## config.mk

```make
export PLATFORM = sky130hd
export DESIGN_NAME = pdvc_src_seq
export DESIGN_NICKNAME = d
export VERILOG_FILES = /design/src/rtl/pdvc_pkg.sv /design/src/rtl/pdvc_src_seq.sv
export SDC_FILE = /design/constraint.sdc
export NUM_CORES = 1
export LEC_CHECK = 0
export BUFFER_PORTS_ARGS = -buffer_cell sky130_fd_sc_hd__buf_2
export CAP_MARGIN = 20
export CORE_MARGIN = 4
export CORE_UTILIZATION = 28
export DETAILED_ROUTE_END_ITERATION = 10
export GPL_ROUTABILITY_DRIVEN = 0
export GPL_TIMING_DRIVEN = 0
export PLACE_DENSITY = 0.47
export RECOVER_POWER = 100
export SYNTH_ARGS = -nofsm -noshare
export SYNTH_HDL_FRONTEND = slang
export SYNTH_SLANG_ARGS = --single-unit
```

## constraint.sdc

```tcl
create_clock -name core_clk_i -period 5.2 [get_ports core_clk_i]
set_clock_uncertainty 0.15 [all_clocks]
set_input_delay 0 -clock core_clk_i [delete_from_list [all_inputs] [get_ports core_clk_i]]
set_output_delay 0 -clock core_clk_i [all_outputs]
set_load 0.02 [all_outputs]
```

## src/rtl/pdvc_pkg.sv

```systemverilog
// shared constants and types for the source-side voltage and current decrease sequencer
package pdvc_pkg;
   // ******************************
   // timing
   // ******************************
   localparam int unsigned CLK_PERIOD_NS = 8;
   // tSrcTransition, least wait before the supply is told to change
   localparam int unsigned T_SRC_TRANS_NS = 25000;
   // tSrcReady, longest time the supply may take to be ready
   localparam int unsigned T_SRC_READY_NS = 285000;
   // longest wait for an acknowledgement of a sent message
   localparam int unsigned CRC_WAIT_NS = 1000;
   localparam logic [23:0] T_SRC_TRANS_CYC =
      24'((T_SRC_TRANS_NS + CLK_PERIOD_NS - 1) / CLK_PERIOD_NS);
   localparam logic [23:0] T_SRC_READY_CYC = 24'(T_SRC_READY_NS / CLK_PERIOD_NS);
   localparam logic [23:0] CRC_WAIT_CYC = 24'(CRC_WAIT_NS / CLK_PERIOD_NS);
   localparam logic [23:0] TIMER_RST = 24'h000000;

   // ******************************
   // types
   // ******************************
   typedef enum logic [1:0] {
      PDVC_MSG_NONE,
      PDVC_MSG_ACCEPT,
      PDVC_MSG_PS_RDY
   } pdvc_msg_t;

   typedef struct packed {
      logic busy;
      logic done;
      logic err_crc;
      logic err_ready;
   } pdvc_stat_t;

   localparam pdvc_stat_t STAT_RST = '{busy: 1'b0, done: 1'b0, err_crc: 1'b0, err_ready: 1'b0};
endpackage

```

## src/rtl/pdvc_src_seq.sv

```systemverilog
// source policy sequencer for a contract that lowers voltage and current
// What this block does
// - start only on request; send Accept first
// - wait tSrcTransition after Accept GoodCRC
// - command supply change, ready within tSrcReady
// - supply readiness gates PS_RDY; without it the tSrcReady timeout returns to idle
// - send PS_RDY, then expect its GoodCRC
`timescale 1ns/100ps
`default_nettype none
module pdvc_src_seq #(
   parameter logic [23:0] TRANS_CYC = pdvc_pkg::T_SRC_TRANS_CYC,
   parameter logic [23:0] READY_CYC = pdvc_pkg::T_SRC_READY_CYC,
   parameter logic [23:0] CRC_CYC = pdvc_pkg::CRC_WAIT_CYC
) (
   // clock and reset
   input wire logic core_clk_i,
   input wire logic rst_i,
   // policy request and protocol layer receive side
   input wire logic req_rx_i,
   input wire logic goodcrc_rx_i,
   // protocol layer transmit side
   input wire logic tx_ready_i,
   output logic tx_valid_o,
   output pdvc_pkg::pdvc_msg_t tx_msg_o,
   // device policy manager and supply
   output logic supply_cmd_o,
   input wire logic supply_ready_i,
   // status
   output pdvc_pkg::pdvc_stat_t stat_o
);

   // ******************************
   // state machine
   // ******************************
   typedef enum logic [2:0] {
      ST_IDLE,
      ST_SEND_ACC,
      ST_WAIT_ACC_CRC,
      ST_WAIT_TRANS,
      ST_CMD_SUPPLY,
      ST_WAIT_READY,
      ST_SEND_PSRDY,
      ST_WAIT_PSRDY_CRC
   } pdvc_state_t;

   pdvc_state_t state_q;
   pdvc_state_t state_d;
   logic [23:0] timer_q;
   logic [23:0] since_crc_q;
   pdvc_pkg::pdvc_msg_t tx_msg_q;
   pdvc_pkg::pdvc_stat_t stat_q;
   logic crc_tmo;
   logic ready_tmo;

   assign crc_tmo = (timer_q == CRC_CYC - 24'h000001);
   assign ready_tmo = (timer_q == READY_CYC - 24'h000001);

   always_comb
   begin
      state_d = state_q;
      case (state_q)
         ST_IDLE:
         begin
            if (req_rx_i)
            begin
               state_d = ST_SEND_ACC;
            end
         end
         ST_SEND_ACC:
         begin
            if (tx_ready_i)
            begin
               state_d = ST_WAIT_ACC_CRC;
            end
         end
         ST_WAIT_ACC_CRC:
         begin
            if (goodcrc_rx_i)
            begin
               state_d = ST_WAIT_TRANS;
            end
            else if (crc_tmo)
            begin
               state_d = ST_IDLE;
            end
         end
         ST_WAIT_TRANS:
         begin
            if (timer_q == TRANS_CYC - 24'h000001)
            begin
               state_d = ST_CMD_SUPPLY;
            end
         end
         ST_CMD_SUPPLY:
         begin
            state_d = ST_WAIT_READY;
         end
         ST_WAIT_READY:
         begin
            if (supply_ready_i)
            begin
               state_d = ST_SEND_PSRDY;
            end
            else if (ready_tmo)
            begin
               state_d = ST_IDLE;
            end
         end
         ST_SEND_PSRDY:
         begin
            if (tx_ready_i)
            begin
               state_d = ST_WAIT_PSRDY_CRC;
            end
         end
         ST_WAIT_PSRDY_CRC:
         begin
            if (goodcrc_rx_i || crc_tmo)
            begin
               state_d = ST_IDLE;
            end
         end
         default:
         begin
            state_d = ST_IDLE;
         end
      endcase
   end

   always_ff @(posedge core_clk_i or posedge rst_i)
   begin
      if (rst_i)
      begin
         state_q <= ST_IDLE;
      end
      else
      begin
         state_q <= state_d;
      end
   end

   // ******************************
   // state timer
   // ******************************
   always_ff @(posedge core_clk_i or posedge rst_i)
   begin
      if (rst_i)
      begin
         timer_q <= pdvc_pkg::TIMER_RST;
      end
      else if (state_d != state_q)
      begin
         timer_q <= pdvc_pkg::TIMER_RST;
      end
      else
      begin
         timer_q <= timer_q + 24'h000001;
      end
   end

   // ******************************
   // transmit request
   // ******************************
   always_ff @(posedge core_clk_i or posedge rst_i)
   begin
      if (rst_i)
      begin
         tx_msg_q <= pdvc_pkg::PDVC_MSG_NONE;
      end
      else if (state_d == ST_SEND_ACC)
      begin
         tx_msg_q <= pdvc_pkg::PDVC_MSG_ACCEPT;
      end
      else if (state_d == ST_SEND_PSRDY)
      begin
         tx_msg_q <= pdvc_pkg::PDVC_MSG_PS_RDY;
      end
      else
      begin
         tx_msg_q <= pdvc_pkg::PDVC_MSG_NONE;
      end
   end

   assign tx_valid_o = (state_q == ST_SEND_ACC) || (state_q == ST_SEND_PSRDY);
   assign tx_msg_o = tx_msg_q;
   assign supply_cmd_o = (state_q == ST_CMD_SUPPLY);

   // ******************************
   // status
   // ******************************
   always_ff @(posedge core_clk_i or posedge rst_i)
   begin
      if (rst_i)
      begin
         stat_q <= pdvc_pkg::STAT_RST;
      end
      else
      begin
         stat_q.busy <= (state_d != ST_IDLE);
         stat_q.done <= (state_q == ST_WAIT_PSRDY_CRC) && goodcrc_rx_i;
         stat_q.err_crc <= !goodcrc_rx_i && crc_tmo &&
            ((state_q == ST_WAIT_ACC_CRC) || (state_q == ST_WAIT_PSRDY_CRC));
         stat_q.err_ready <= (state_q == ST_WAIT_READY) && !supply_ready_i && ready_tmo;
      end
   end

   assign stat_o = stat_q;

   // ******************************
   // checks
   // ******************************
   always_ff @(posedge core_clk_i or posedge rst_i)
   begin
      if (rst_i)
      begin
         since_crc_q <= pdvc_pkg::TIMER_RST;
      end
      else if (state_q == ST_WAIT_ACC_CRC)
      begin
         since_crc_q <= pdvc_pkg::TIMER_RST;
      end
      else if (state_q == ST_WAIT_TRANS)
      begin
         since_crc_q <= since_crc_q + 24'h000001;
      end
   end

   AST_START_ON_REQ: assert property (@(posedge core_clk_i) disable iff (rst_i)
      $rose(stat_o.busy) |-> $past(req_rx_i) && tx_valid_o &&
         (tx_msg_o == pdvc_pkg::PDVC_MSG_ACCEPT))
      else $error("sequence began without a request or without Accept");

   AST_CMD_AFTER_TRANS: assert property (@(posedge core_clk_i) disable iff (rst_i)
      supply_cmd_o |-> (since_crc_q == TRANS_CYC))
      else $error("supply commanded before tSrcTransition elapsed");

   AST_CMD_ONE_PULSE: assert property (@(posedge core_clk_i) disable iff (rst_i)
      supply_cmd_o |=> !supply_cmd_o && (state_q == ST_WAIT_READY))
      else $error("supply command not a single pulse");

   AST_READY_TIMEOUT: assert property (@(posedge core_clk_i) disable iff (rst_i)
      (state_q == ST_WAIT_READY) && !supply_ready_i && ready_tmo |=>
         stat_o.err_ready && (state_q == ST_IDLE))
      else $error("supply readiness timeout not reported");

   AST_PSRDY_AFTER_READY: assert property (@(posedge core_clk_i) disable iff (rst_i)
      $rose(tx_msg_o == pdvc_pkg::PDVC_MSG_PS_RDY) |->
         $past(supply_ready_i) && $past(state_q == ST_WAIT_READY))
      else $error("PS_RDY sent without supply readiness");

   AST_PSRDY_THEN_CRC: assert property (@(posedge core_clk_i) disable iff (rst_i)
      tx_valid_o && tx_ready_i && (tx_msg_o == pdvc_pkg::PDVC_MSG_PS_RDY) |=>
         (state_q == ST_WAIT_PSRDY_CRC) && !tx_valid_o)
      else $error("PS_RDY not followed by acknowledgement wait");

   AST_DONE_ON_CRC: assert property (@(posedge core_clk_i) disable iff (rst_i)
      (state_q == ST_WAIT_PSRDY_CRC) && goodcrc_rx_i |=> stat_o.done ##1 !stat_o.done)
      else $error("completion not flagged after PS_RDY acknowledgement");
endmodule
`default_nettype wire

```

==> impl_results.md, run 1 <==
- CTS Buf Count: 5
- Residual DRC: 0
- Lkg Pwr: 0.0009392 µW
- Nets: 256
- Ant. Diodes: 0
- Fin. Hold Viols: 0
- Die area: 8767 µm²
- Critical path buffers and inverters: 1
- Ports: 14
- Most frequent CP cell: nor4_1
- Crit path DAT: 3.40 ns
- Initial antenna violation count: 0
- Synth warn: 0
- First-pass GRT wire length: 8.700 mm
- CORE AREA: 6944 µm²
- CP delay by family, top: simple AND/OR/NAND/NOR gates
- Critical path's largest stage delay: 0.81 ns
- Post-synth EDFFs: 0
- RSZ-0062 raised after global routing: false
- Clock Latency Late Sink: 0.28 ns
- Most frequent cell after synthesis: dfrtp_1
- Post-synthesis simple-gate area fraction: 32.18%
- IO buf count: 13
- Post-Synth Adder-Cell Area: 1.219%
- Area of the multi-input gates: 1062 µm²
- WP data required: 5.20 ns
- Syn Nets: 231
- # rows: 30
- All-Layer GR Usage: 12.60%
- Synth top cells by count: 33 x dfrtp_1, 29 x nor3_1, 16 x nor2_1
- Setup TNS: 0 ns
- Element type at the critical path end: register
- Layout cell share with drive strength beyond 1: 10.44%
- Mean routed wirelength per cell: 14.61 µm
- CTS tree: yes
- Synth top area cells: dfrtp_1 40%, nor3_1 7.1%, xnor2_1 6.4%
- Pre-CTS worst setup slack: 2.157 ns
- Largest family of logic cells by synthesized area: simple AND/OR/NAND/NOR gates
- Hold_ws: 0.2155 ns
- Setup ws final: 1.797 ns
- Drt first pass iters: 4
- Crit Path Max Fanout: 10
- Status: finished, final reports clean
- Clock Tree Buf Depth: 2
- Cells after Synth: 223
- Placed cell count: 333
- Die Height: 93.63 µm
- Proportion of synthesized area in mux cells: 1.036%
- Slew headroom: 35.65%
- Share of the synthesized area in the top cell type: 40.22%
- Fillers: 750
- Register area: 825.8 µm²
- # H-tree levels: 2
- CP max stage cell: nor4_1
- Compound-Gate Fraction of Synth Area: 9.872%
- Initial cell density of the core: 29.57%
- Max-slew violation count: 0
- Via count of the first global-routing pass: 1740
- Largest net degree at the start of global routing: 19
- Post-Synth XOR/XNOR Area: 8.531%
- Setup-failing EPs final: 0
- Fin cells: 345
- WL final: 5.039 mm
- Max-Cap Viols: 0
- Share of flip-flops with an asynchronous set or reset: 100.0%
- Clock root buffer: clkbuf_8
- DIE WIDTH: 93.63 µm
- Syn Area/Cell: 9.207 µm²
- CP Launch Type: register
- Sequential fraction of the synthesis area: 40.22%
- Setup CP Type: reg2reg
- Resized cells post-CTS: 0
- Minimum clock period: 3.403 ns
- Crit share post-route: 65.44%
- Via count: 1735
- Worst min path class: in2async
- Via density: 5.029
- Least-Margin Pin Slew: 0.9565 ns
- Grt total ovfl: 0
- Routed Antenna Nets: 0
- Clock Sinks: 33
- Peak supply drop: 121.4 µV
- CP cell instances: or4_4 -> nor4_1 -> a211oi_1 -> nor4_1 -> clkbuf_1 -> nor3_1
- Netlist cell types: 48
- Reg clk slew, reported paths: 0.07 ns
- Area of the mapped netlist: 2053 µm²
- DP HPWL: 3.604 mm
- Prevailing post-synth register cell: dfrtp_1
- Max Fclk: 0.2939 GHz
- Area delta synth->final: 13.41%
- Yosys reg bits: 33
- Final core utilization: 33.53%
- Area leader, netlist: dfrtp_1
- PD cells: 369.8 nW/µm²
- 1st-iter DRT viols: 122
[layout make-up]
cell class / instances / area share (%)
Clock buffer: 7 / 4.138
Buffer: 14 / 2.740
Inverter: 15 / 2.418
Clock inverter: 1 / 0.2149
Tap cell: 96 / 5.159
Multi-Input combinational cell: 161 / 45.62
Timing Repair Buffer: 18 / 4.245
Sequential cell: 33 / 35.46
[worst min-delay path: cells and delay by family]
family	cells	cell delay (ns)
buffers and inverters	3	1.15
[cells by family after synthesis]
family / count (synthesis)
fa+ha+maj: 2
buf+inv: 29
compound gates: 27
flops: 33
simple gates: 110
mux: 2
xor+xnor: 20
[through the flow]
step	area, µm²	power, µW
global route	2328	931.3
CTS	2407	887.8
floorplan	2053	562.4
finish	2328	861.0
detailed placement	2266	661.6
global placement	2238	661.8
[report_power, final]
group          total, µW  internal [µW]  switching (µW)
clock                218            120            97.8
combinational        330            101             228
sequential           314            283            30.2
total                861            505             356
[registers in the layout, indices dropped and copies added (netlist names)]
| name | cells |
|---|---|
| tx_msg_o | 2 |
| timer_q | 24 |
| stat_o | 4 |
| state_q | 3 |
[cell usage in the layout (no fill, tap or decap), types with 6 or more instances in the layout]
cell type / n
buf_2: 6
nand4_1: 6
dfrtp_1: 33
inv_1: 14
clkbuf_8: 8
nand2_1: 10
nand3_1: 9
nor4_1: 12
o41ai_1: 6
nor2_1: 16
nor3_1: 29
clkbuf_1: 20
xnor2_1: 15
[metal layers]
metal | wire, µm | track usage (%) | share of wire [%]
met4 | 61 | 3.851 | 1.2
met2 | 2233 | 19.42 | 44
met5 | 0 | 0 | 0
met1 | 2536 | 17.45 | 50
met3 | 207 | 2.977 | 4.1
[timing repair]
action                    CTS  global route
hold buffers                4             0
hold endpoints to repair   22             0
buffers inserted            0             0
[path summary, 6_finish.rpt]
check / from / to / slack, ns / depth (start not counted)
min in group core_clk_i: tx_ready_i / state_q[0] / 0.23 / 5
max reg2reg: timer_q[12] / timer_q[19] / 1.80 / 6
max: timer_q[12] / timer_q[19] / 1.80 / 6
min: rst_i / stat_o[3] / 0.22 / 3
min reg2reg: timer_q[23] / timer_q[23] / 0.42 / 2
max in group asynchronous: rst_i / timer_q[6] / 3.40 / 4
Power figures use the tool's default switching activity.
==> run 2, diff against run 1 <==
==> constraint.sdc (replaced) <==
create_clock -name core_clk_i -period 3.4 [get_ports core_clk_i]
set_clock_uncertainty 0.15 [all_clocks]
set_input_delay 0 -clock core_clk_i [delete_from_list [all_inputs] [get_ports core_clk_i]]
set_output_delay 0 -clock core_clk_i [all_outputs]
set_load 0.02 [all_outputs]
==> run 2 against run 1 <==
  * Die area did not move
  * Sequential share of layout area fell by 0.13 points
  * Flip-flop and latch count did not move
  * Global-route usage did not move
  * Largest cell class unchanged
==> impl_results.md, run 2 (same netlist as run 1, synthesis figures left out) <==
- Status: finished, final reports clean (unchanged)
- Routed Antenna Nets: 0 (unchanged)
- Clock root buffer: clkbuf_8 (unchanged)
- Layout cell share with drive strength beyond 1: 11.65% (was 10.44%)
- Max Fclk: 0.3284 GHz (was 0.2939 GHz)
- Lkg Pwr: 0.0009487 µW (was 0.0009392 µW)
- Highest-count cells in the layout ignoring fill and taps: 33 x dfrtp_1, 29 x nor3_1, 18 x clkbuf_1, 16 x nor2_1, 15 x xnor2_1 (was 33 x dfrtp_1, 29 x nor3_1, 20 x clkbuf_1, 16 x nor2_1, 15 x xnor2_1)
- Initial antenna violation count: 0 (unchanged)
- CTS Buf Count: 5 (unchanged)
- Grt total ovfl: 0 (unchanged)
- DIE WIDTH: 93.63 µm (unchanged)
- Die Height: 93.63 µm (unchanged)
- Drt first pass iters: 4 (unchanged)
- WP data required: 3.40 ns (was 5.20 ns)
- Placed cell count: 333 (unchanged)
- Clock Sinks: 33 (unchanged)
- Hold_ws: 0.2142 ns (was 0.2155 ns)
- Crit share post-route: 89.57% (was 65.44%)
- Crit Path Max Fanout: 10 (unchanged)
- # H-tree levels: 2 (unchanged)
- Minimum clock period: 3.045 ns (was 3.403 ns)
- Top reg by flops: timer_q (unchanged)
- CP max stage cell: nor4_1 (unchanged)
- IO buf count: 13 (unchanged)
- Reg2reg end: timer_q[19] (unchanged)
- Ports: 14 (unchanged)
- Setup TNS: 0 ns (unchanged)
- Post-CTS Setup Bufs: 0 (unchanged)
- Max FFs per register: 24 (unchanged)
- PD cells: 565.9 nW/µm² (was 369.8 nW/µm²)
- Worst min path class: in2async (unchanged)
- Via density: 4.997 (was 5.029)
- Fillers: 746 (was 750)
- Fin. Hold Viols: 0 (unchanged)
- Reg2reg setup slack: 0.35 ns (was 1.80 ns)
- Clock Latency Late Sink: 0.28 ns (about the same)
- Worst R2R Start: timer_q[12] (unchanged)
- Residual DRC: 0 (unchanged)
- CORE AREA: 6944 µm² (unchanged)
- First-pass GRT wire length: 8.700 mm (unchanged)
- Most common cell after layout, fill and taps aside: dfrtp_1 (unchanged)
- Die area: 8767 µm² (unchanged)
- Area of the multi-input gates: 1069 µm² (was 1062 µm²)
- Via count of the first global-routing pass: 1740 (unchanged)
- Max-Cap Viols: 0 (unchanged)
- Area delta synth->final: 13.83% (was 13.41%)
- RSZ-0062 raised after global routing: false (unchanged)
- Crit path DAT: 3.05 ns (was 3.40 ns)
- Element type at the critical path end: register (unchanged)
- Reg clk slew, reported paths: 0.07 ns (about the same)
- Max-slew violation count: 0 (unchanged)
- Slew headroom: 38.11% (was 35.65%)
- Initial cell density of the core: 29.57% (unchanged)
- Worst r2r path cells: 6 (unchanged)
- WL final: 5.044 mm (was 5.039 mm)
- Fin cells: 345 (unchanged)
- Mean routed wirelength per cell: 14.62 µm (was 14.61 µm)
- Critical path's largest stage delay: 0.59 ns (was 0.81 ns)
- Nets: 256 (unchanged)
- Register area: 825.8 µm² (unchanged)
- Least-Margin Pin Slew: 0.9284 ns (was 0.9565 ns)
- CP cell instances: or4_4 -> nor4_1 -> a211oi_1 -> nor4_2 -> clkbuf_2 -> nor3_1 (was or4_4 -> nor4_1 -> a211oi_1 -> nor4_1 -> clkbuf_1 -> nor3_1)
- CTS tree: yes (unchanged)
- # rows: 30 (unchanged)
- Largest net degree at the start of global routing: 19 (unchanged)
- Setup CP Type: reg2reg (unchanged)
- Peak supply drop: 186.3 µV (was 121.4 µV)
- Via count: 1724 (was 1735)
- Clock Tree Buf Depth: 2 (unchanged)
- DP HPWL: 3.604 mm (unchanged)
- Ant. Diodes: 0 (unchanged)
- CP Launch Type: register (unchanged)
- All-Layer GR Usage: 12.60% (unchanged)
- Setup-failing EPs final: 0 (unchanged)
- 1st-iter DRT viols: 106 (was 122)
run 2: cell types whose count changed in the layout (fill, tap and decap cells not counted):
cell	delta
buf_2	+1
clkbuf_2	+1
nor4b_1	-1
nor4b_2	+1
clkbuf_1	-2
run 2: how the worst max path moves through the flow:
stage	end	startpoint	cells after the start
3_5_place_dp	timer_q[19]	timer_q[0]	9
6_report	timer_q[19]	timer_q[12]	6
4_1_cts	timer_q[19]	timer_q[0]	9
5_1_grt	timer_q[12]	timer_q[0]	9
3_3_place_gp	timer_q[12]	timer_q[0]	9
2_1_floorplan	tx_msg_o[0]	timer_q[12]	6
run 2: report_power, final:
part	leakage, µW	switching, µW	internal [µW]
clock network	0.0000542	150	183
logic	0.000446	350	159
registers	0.000448	45.8	434
run 2: metal layers:
layer	vias up	track usage, %	part of all wire, %
met5	-	0	0
met4	0	3.851	1.2
met3	8	2.977	3.3
met2	26	19.42	45
met1	827	17.45	51
li1	863	-	-
run 2: stage by stage:
step           utilization (%)  instance area (µm²)  setup slack (ns)  power (µW)
6_report                 33.66                 2337            0.3548        1323
5_1_grt                  33.66                 2337           0.02785        1428
4_1_cts                  34.67                 2407            0.3331        1358
3_5_place_dp             32.63                 2266            0.3573        1012
3_3_place_gp             32.23                 2238            0.3502        1012
2_1_floorplan                -                 2053            0.8897       860.2
run 2: cell type report:
class	instances	area share (%)
Multi-Input combinational cell	161	45.72
Sequential cell	33	35.33
Tap cell	96	5.139
Timing Repair Buffer	18	4.229
Clock buffer	7	4.122
Buffer	14	2.837
Inverter	15	2.409
Clock inverter	1	0.2141
run 2: worst max-delay path: cells and delay by family, from the launching register on:
kind | cells | cell delay [ns]
AND/OR/NAND/NOR | 4 | 1.82
flip-flops | 1 | 0.40
buffers and inverters | 1 | 0.35
AO/OA/AOI/OAI | 1 | 0.19
run 2: repair_timing:
item,4_1_cts,5_1_grt
hold endpoints to repair,22,0
hold buffers,4,0
resized for setup,0,0
==> run 3, diff against run 2 <==
--- a/config.mk
+++ b/config.mk
@@ -5,7 +5,7 @@
 export SDC_FILE = /design/constraint.sdc
 export NUM_CORES = 1
 export LEC_CHECK = 0
-export BUFFER_PORTS_ARGS = -buffer_cell sky130_fd_sc_hd__buf_2
+export BUFFER_PORTS_ARGS = -buffer_cell sky130_fd_sc_hd__clkbuf_2
 export CAP_MARGIN = 20
 export CORE_MARGIN = 4
 export CORE_UTILIZATION = 28
@@ -14,6 +14,7 @@
 export GPL_TIMING_DRIVEN = 0
 export PLACE_DENSITY = 0.47
 export RECOVER_POWER = 100
+export SKIP_CTS_REPAIR_TIMING = 1
 export SYNTH_ARGS = -nofsm -noshare
 export SYNTH_HDL_FRONTEND = slang
 export SYNTH_SLANG_ARGS = --single-unit
==> run 3 against run 2 <==
  * Flip-flop and latch count unchanged
  * Combinational power about the same
  * Wire length down 0.67%
  * Critical path depth unchanged
  * Highest routed layer unchanged
  * Fmax down 1.3%
  * Global-route usage down 0.21 points
  * Power down 0.11%
  * Sequential share of layout area up 0.15 points
  * The flow now finishes with violations (hold timing)
  * Count of clock-buffer cells in the layout unchanged
  * Core utilization down 0.14 points
  * First-iteration DRC count down 21%
  * Sequential power about the same
==> impl_results.md, run 3 (same netlist as run 1, synthesis figures left out) <==
- Status: finished, violations left (was finished, final reports clean)
- Violated checks: hold timing
- Slew headroom: 43.74% (was 38.11%)
- Clock Tree Buf Depth: 2 (unchanged)
- CTS tree: yes (unchanged)
- Psw: 546.3 µW (was 546.5 µW)
- CORE AREA: 6944 µm² (unchanged)
- Clock Latency Late Sink: 0.28 ns (about the same)
- Worst min path class: in2reg (was in2async)
- Setup CP Type: reg2reg (unchanged)
- Setup ws final: 0.3148 ns (was 0.3548 ns)
- Residual DRC: 0 (unchanged)
- CP Launch Type: register (unchanged)
- PD cells: 567.7 nW/µm² (was 565.9 nW/µm²)
- Ant. Diodes: 0 (unchanged)
- Reg2reg end: timer_q[6] (was timer_q[19])
- Comb pwr share: 38.7% (was 38.5%)
- Hold_ws: -0.004498 ns (was 0.2142 ns)
- Crit Path Max Fanout: 10 (unchanged)
- Worst path depth: 6 (unchanged)
- Layout cell share with drive strength beyond 1: 11.69% (was 11.65%)
- Max FFs per register: 24 (unchanged)
- Clock Power Share: 25.0% (was 25.2%)
- Die Height: 93.63 µm (unchanged)
- Most common cell after layout, fill and taps aside: dfrtp_1 (unchanged)
- Die area: 8767 µm² (unchanged)
- Nets: 255 (was 256)
- Fin. Hold Viols: 1 (was 0)
- Max Fclk: 0.3241 GHz (was 0.3284 GHz)
- Worst R2R Start: timer_q[12] (unchanged)
- All-Layer GR Usage: 12.39% (was 12.60%)
- Via count of the first global-routing pass: 1693 (was 1740)
- Grt total ovfl: 0 (unchanged)
- WP data required: 3.40 ns (about the same)
- CP Capture Point: timer_q[6] (was timer_q[19])
- Clock Sinks: 33 (unchanged)
- Critical path buffers and inverters: 1 (unchanged)
- CP cell instances: or4_4 -> nor4_1 -> a211oi_1 -> nor4_2 -> clkbuf_2 -> nor3_1 (unchanged)
- Setup-failing EPs final: 0 (unchanged)
- Setup TNS: 0 ns (unchanged)
- Drt first pass iters: 4 (unchanged)
- Reg clk slew, reported paths: 0.07 ns (about the same)
- Highest-count cells in the layout ignoring fill and taps: 33 x dfrtp_1, 29 x nor3_1, 18 x clkbuf_1, 16 x nor2_1, 15 x xnor2_1 (unchanged)
- CP max stage cell: nor4_1 (unchanged)
- Post-route cell area: 2327 µm² (was 2337 µm²)
- 1st-iter DRT viols: 84 (was 106)
- CP delay by family, top: simple AND/OR/NAND/NOR gates (unchanged)
- Lkg Pwr: 0.0009450 µW (was 0.0009487 µW)
- Max-Cap Viols: 0 (unchanged)
- DP Area: 2253 µm² (was 2266 µm²)
- Crit share post-route: 90.74% (was 89.57%)
- Minimum clock period: 3.085 ns (was 3.045 ns)
- DP HPWL: 3.563 mm (was 3.604 mm)
- Clock root buffer: clkbuf_8 (unchanged)
- Element type at the critical path end: register (unchanged)
- Worst r2r path cells: 6 (unchanged)
- WL final: 5.010 mm (was 5.044 mm)
- Via count: 1728 (was 1724)
- RSZ-0062 raised after global routing: false (unchanged)
- # H-tree levels: 2 (unchanged)
- Reg2reg setup slack: 0.31 ns (was 0.35 ns)
- Internal: 774.9 µW (was 776.2 µW)
- Largest net degree at the start of global routing: 23 (was 19)
- IO buf count: 13 (unchanged)
- Net Sw Frac: 41.35% (was 41.32%)
- Peak supply drop: 178.5 µV (was 186.3 µV)
- Initial antenna violation count: 0 (unchanged)
- Design Power: 1321 µW (was 1323 µW)
- DIE WIDTH: 93.63 µm (unchanged)
- Routed Antenna Nets: 0 (unchanged)
- Ports: 14 (unchanged)
- Critical path's largest stage delay: 0.61 ns (was 0.59 ns)
- # rows: 30 (unchanged)
- Timing startpoint of the critical path: timer_q[12] (unchanged)
- Pre-CTS worst setup slack: 0.3597 ns (was 0.3573 ns)
- CTS Buf Count: 5 (unchanged)
- Top reg by flops: timer_q (unchanged)
- Least-Margin Pin Slew: 0.8430 ns (was 0.9284 ns)
- First-pass GRT wire length: 8.721 mm (was 8.700 mm)
- Mean routed wirelength per cell: 14.56 µm (was 14.62 µm)
- Area delta synth->final: 13.35% (was 13.83%)
- Initial cell density of the core: 29.57% (unchanged)
- Via density: 5.023 (was 4.997)
- Crit path DAT: 3.08 ns (was 3.05 ns)
- Max-slew violation count: 0 (unchanged)
- Register share of total power: 36.4% (was 36.2%)
-- run 3: cell type report --
type / count / area (µm²)
clock buffers: 7 / 96.34
clock inverters: 1 / 5.005
inverters: 15 / 56.30
well taps: 96 / 120.1
flip-flops and latches: 33 / 825.8
fillers: 774 / 4617
multi-input cells: 161 / 1069
repair buffers: 17 / 88.84
plain buffers: 14 / 66.31
-- run 3: worst min-delay path by stage --
| stage | start | endpoint | slack, ns | cells past startpoint |
|---|---|---|---|---|
| 5_1_grt | supply_ready_i | stat_o[0] | 0.04 | 4 |
| 3_5_place_dp | rst_i | tx_msg_o[1] | 0.07 | 2 |
| 2_1_floorplan | goodcrc_rx_i | stat_o[1] | -0.08 | 1 |
| 3_3_place_gp | goodcrc_rx_i | stat_o[1] | 0.08 | 2 |
| 6_report | supply_ready_i | stat_o[0] | -0.004 | 4 |
| 4_1_cts | rst_i | tx_msg_o[1] | -0.23 | 2 |
-- run 3: per-stage QoR --
step	cells	hold WS, ns	util [%]
after CTS	341	-0.2295	33.91
after global routing	344	0.04302	33.51
final	344	-0.004498	33.51
after floorplan	223	-0.07860	-
after detailed placement	333	0.07446	32.45
after global placement	332	0.08494	32.23
-- run 3: layer usage --
layer	vias to the layer above	global-route usage, %	wire length (µm)
li1	861	-	-
met1	836	18.03	2560
met2	27	18.88	2249
met3	4	2.896	172
met4	0	2.166	28
met5	-	0	0
-- run 3: power groups by stage --
stage / sequential [µW] / combinational, µW / clock [µW]
6_report: 481 / 511 / 330
2_1_floorplan: 484 / 376 / 0
4_1_cts: 480 / 526 / 342
5_1_grt: 490 / 572 / 364
3_3_place_gp: 488 / 526 / 0
3_5_place_dp: 488 / 524 / 0
-- run 3: worst register-to-register path: cells and delay by family, from the launching register on --
kind            cells  cell delay (ns)
simple gates        4             1.84
compound gates      1             0.19
flops               1             0.40
buf+inv             1             0.37
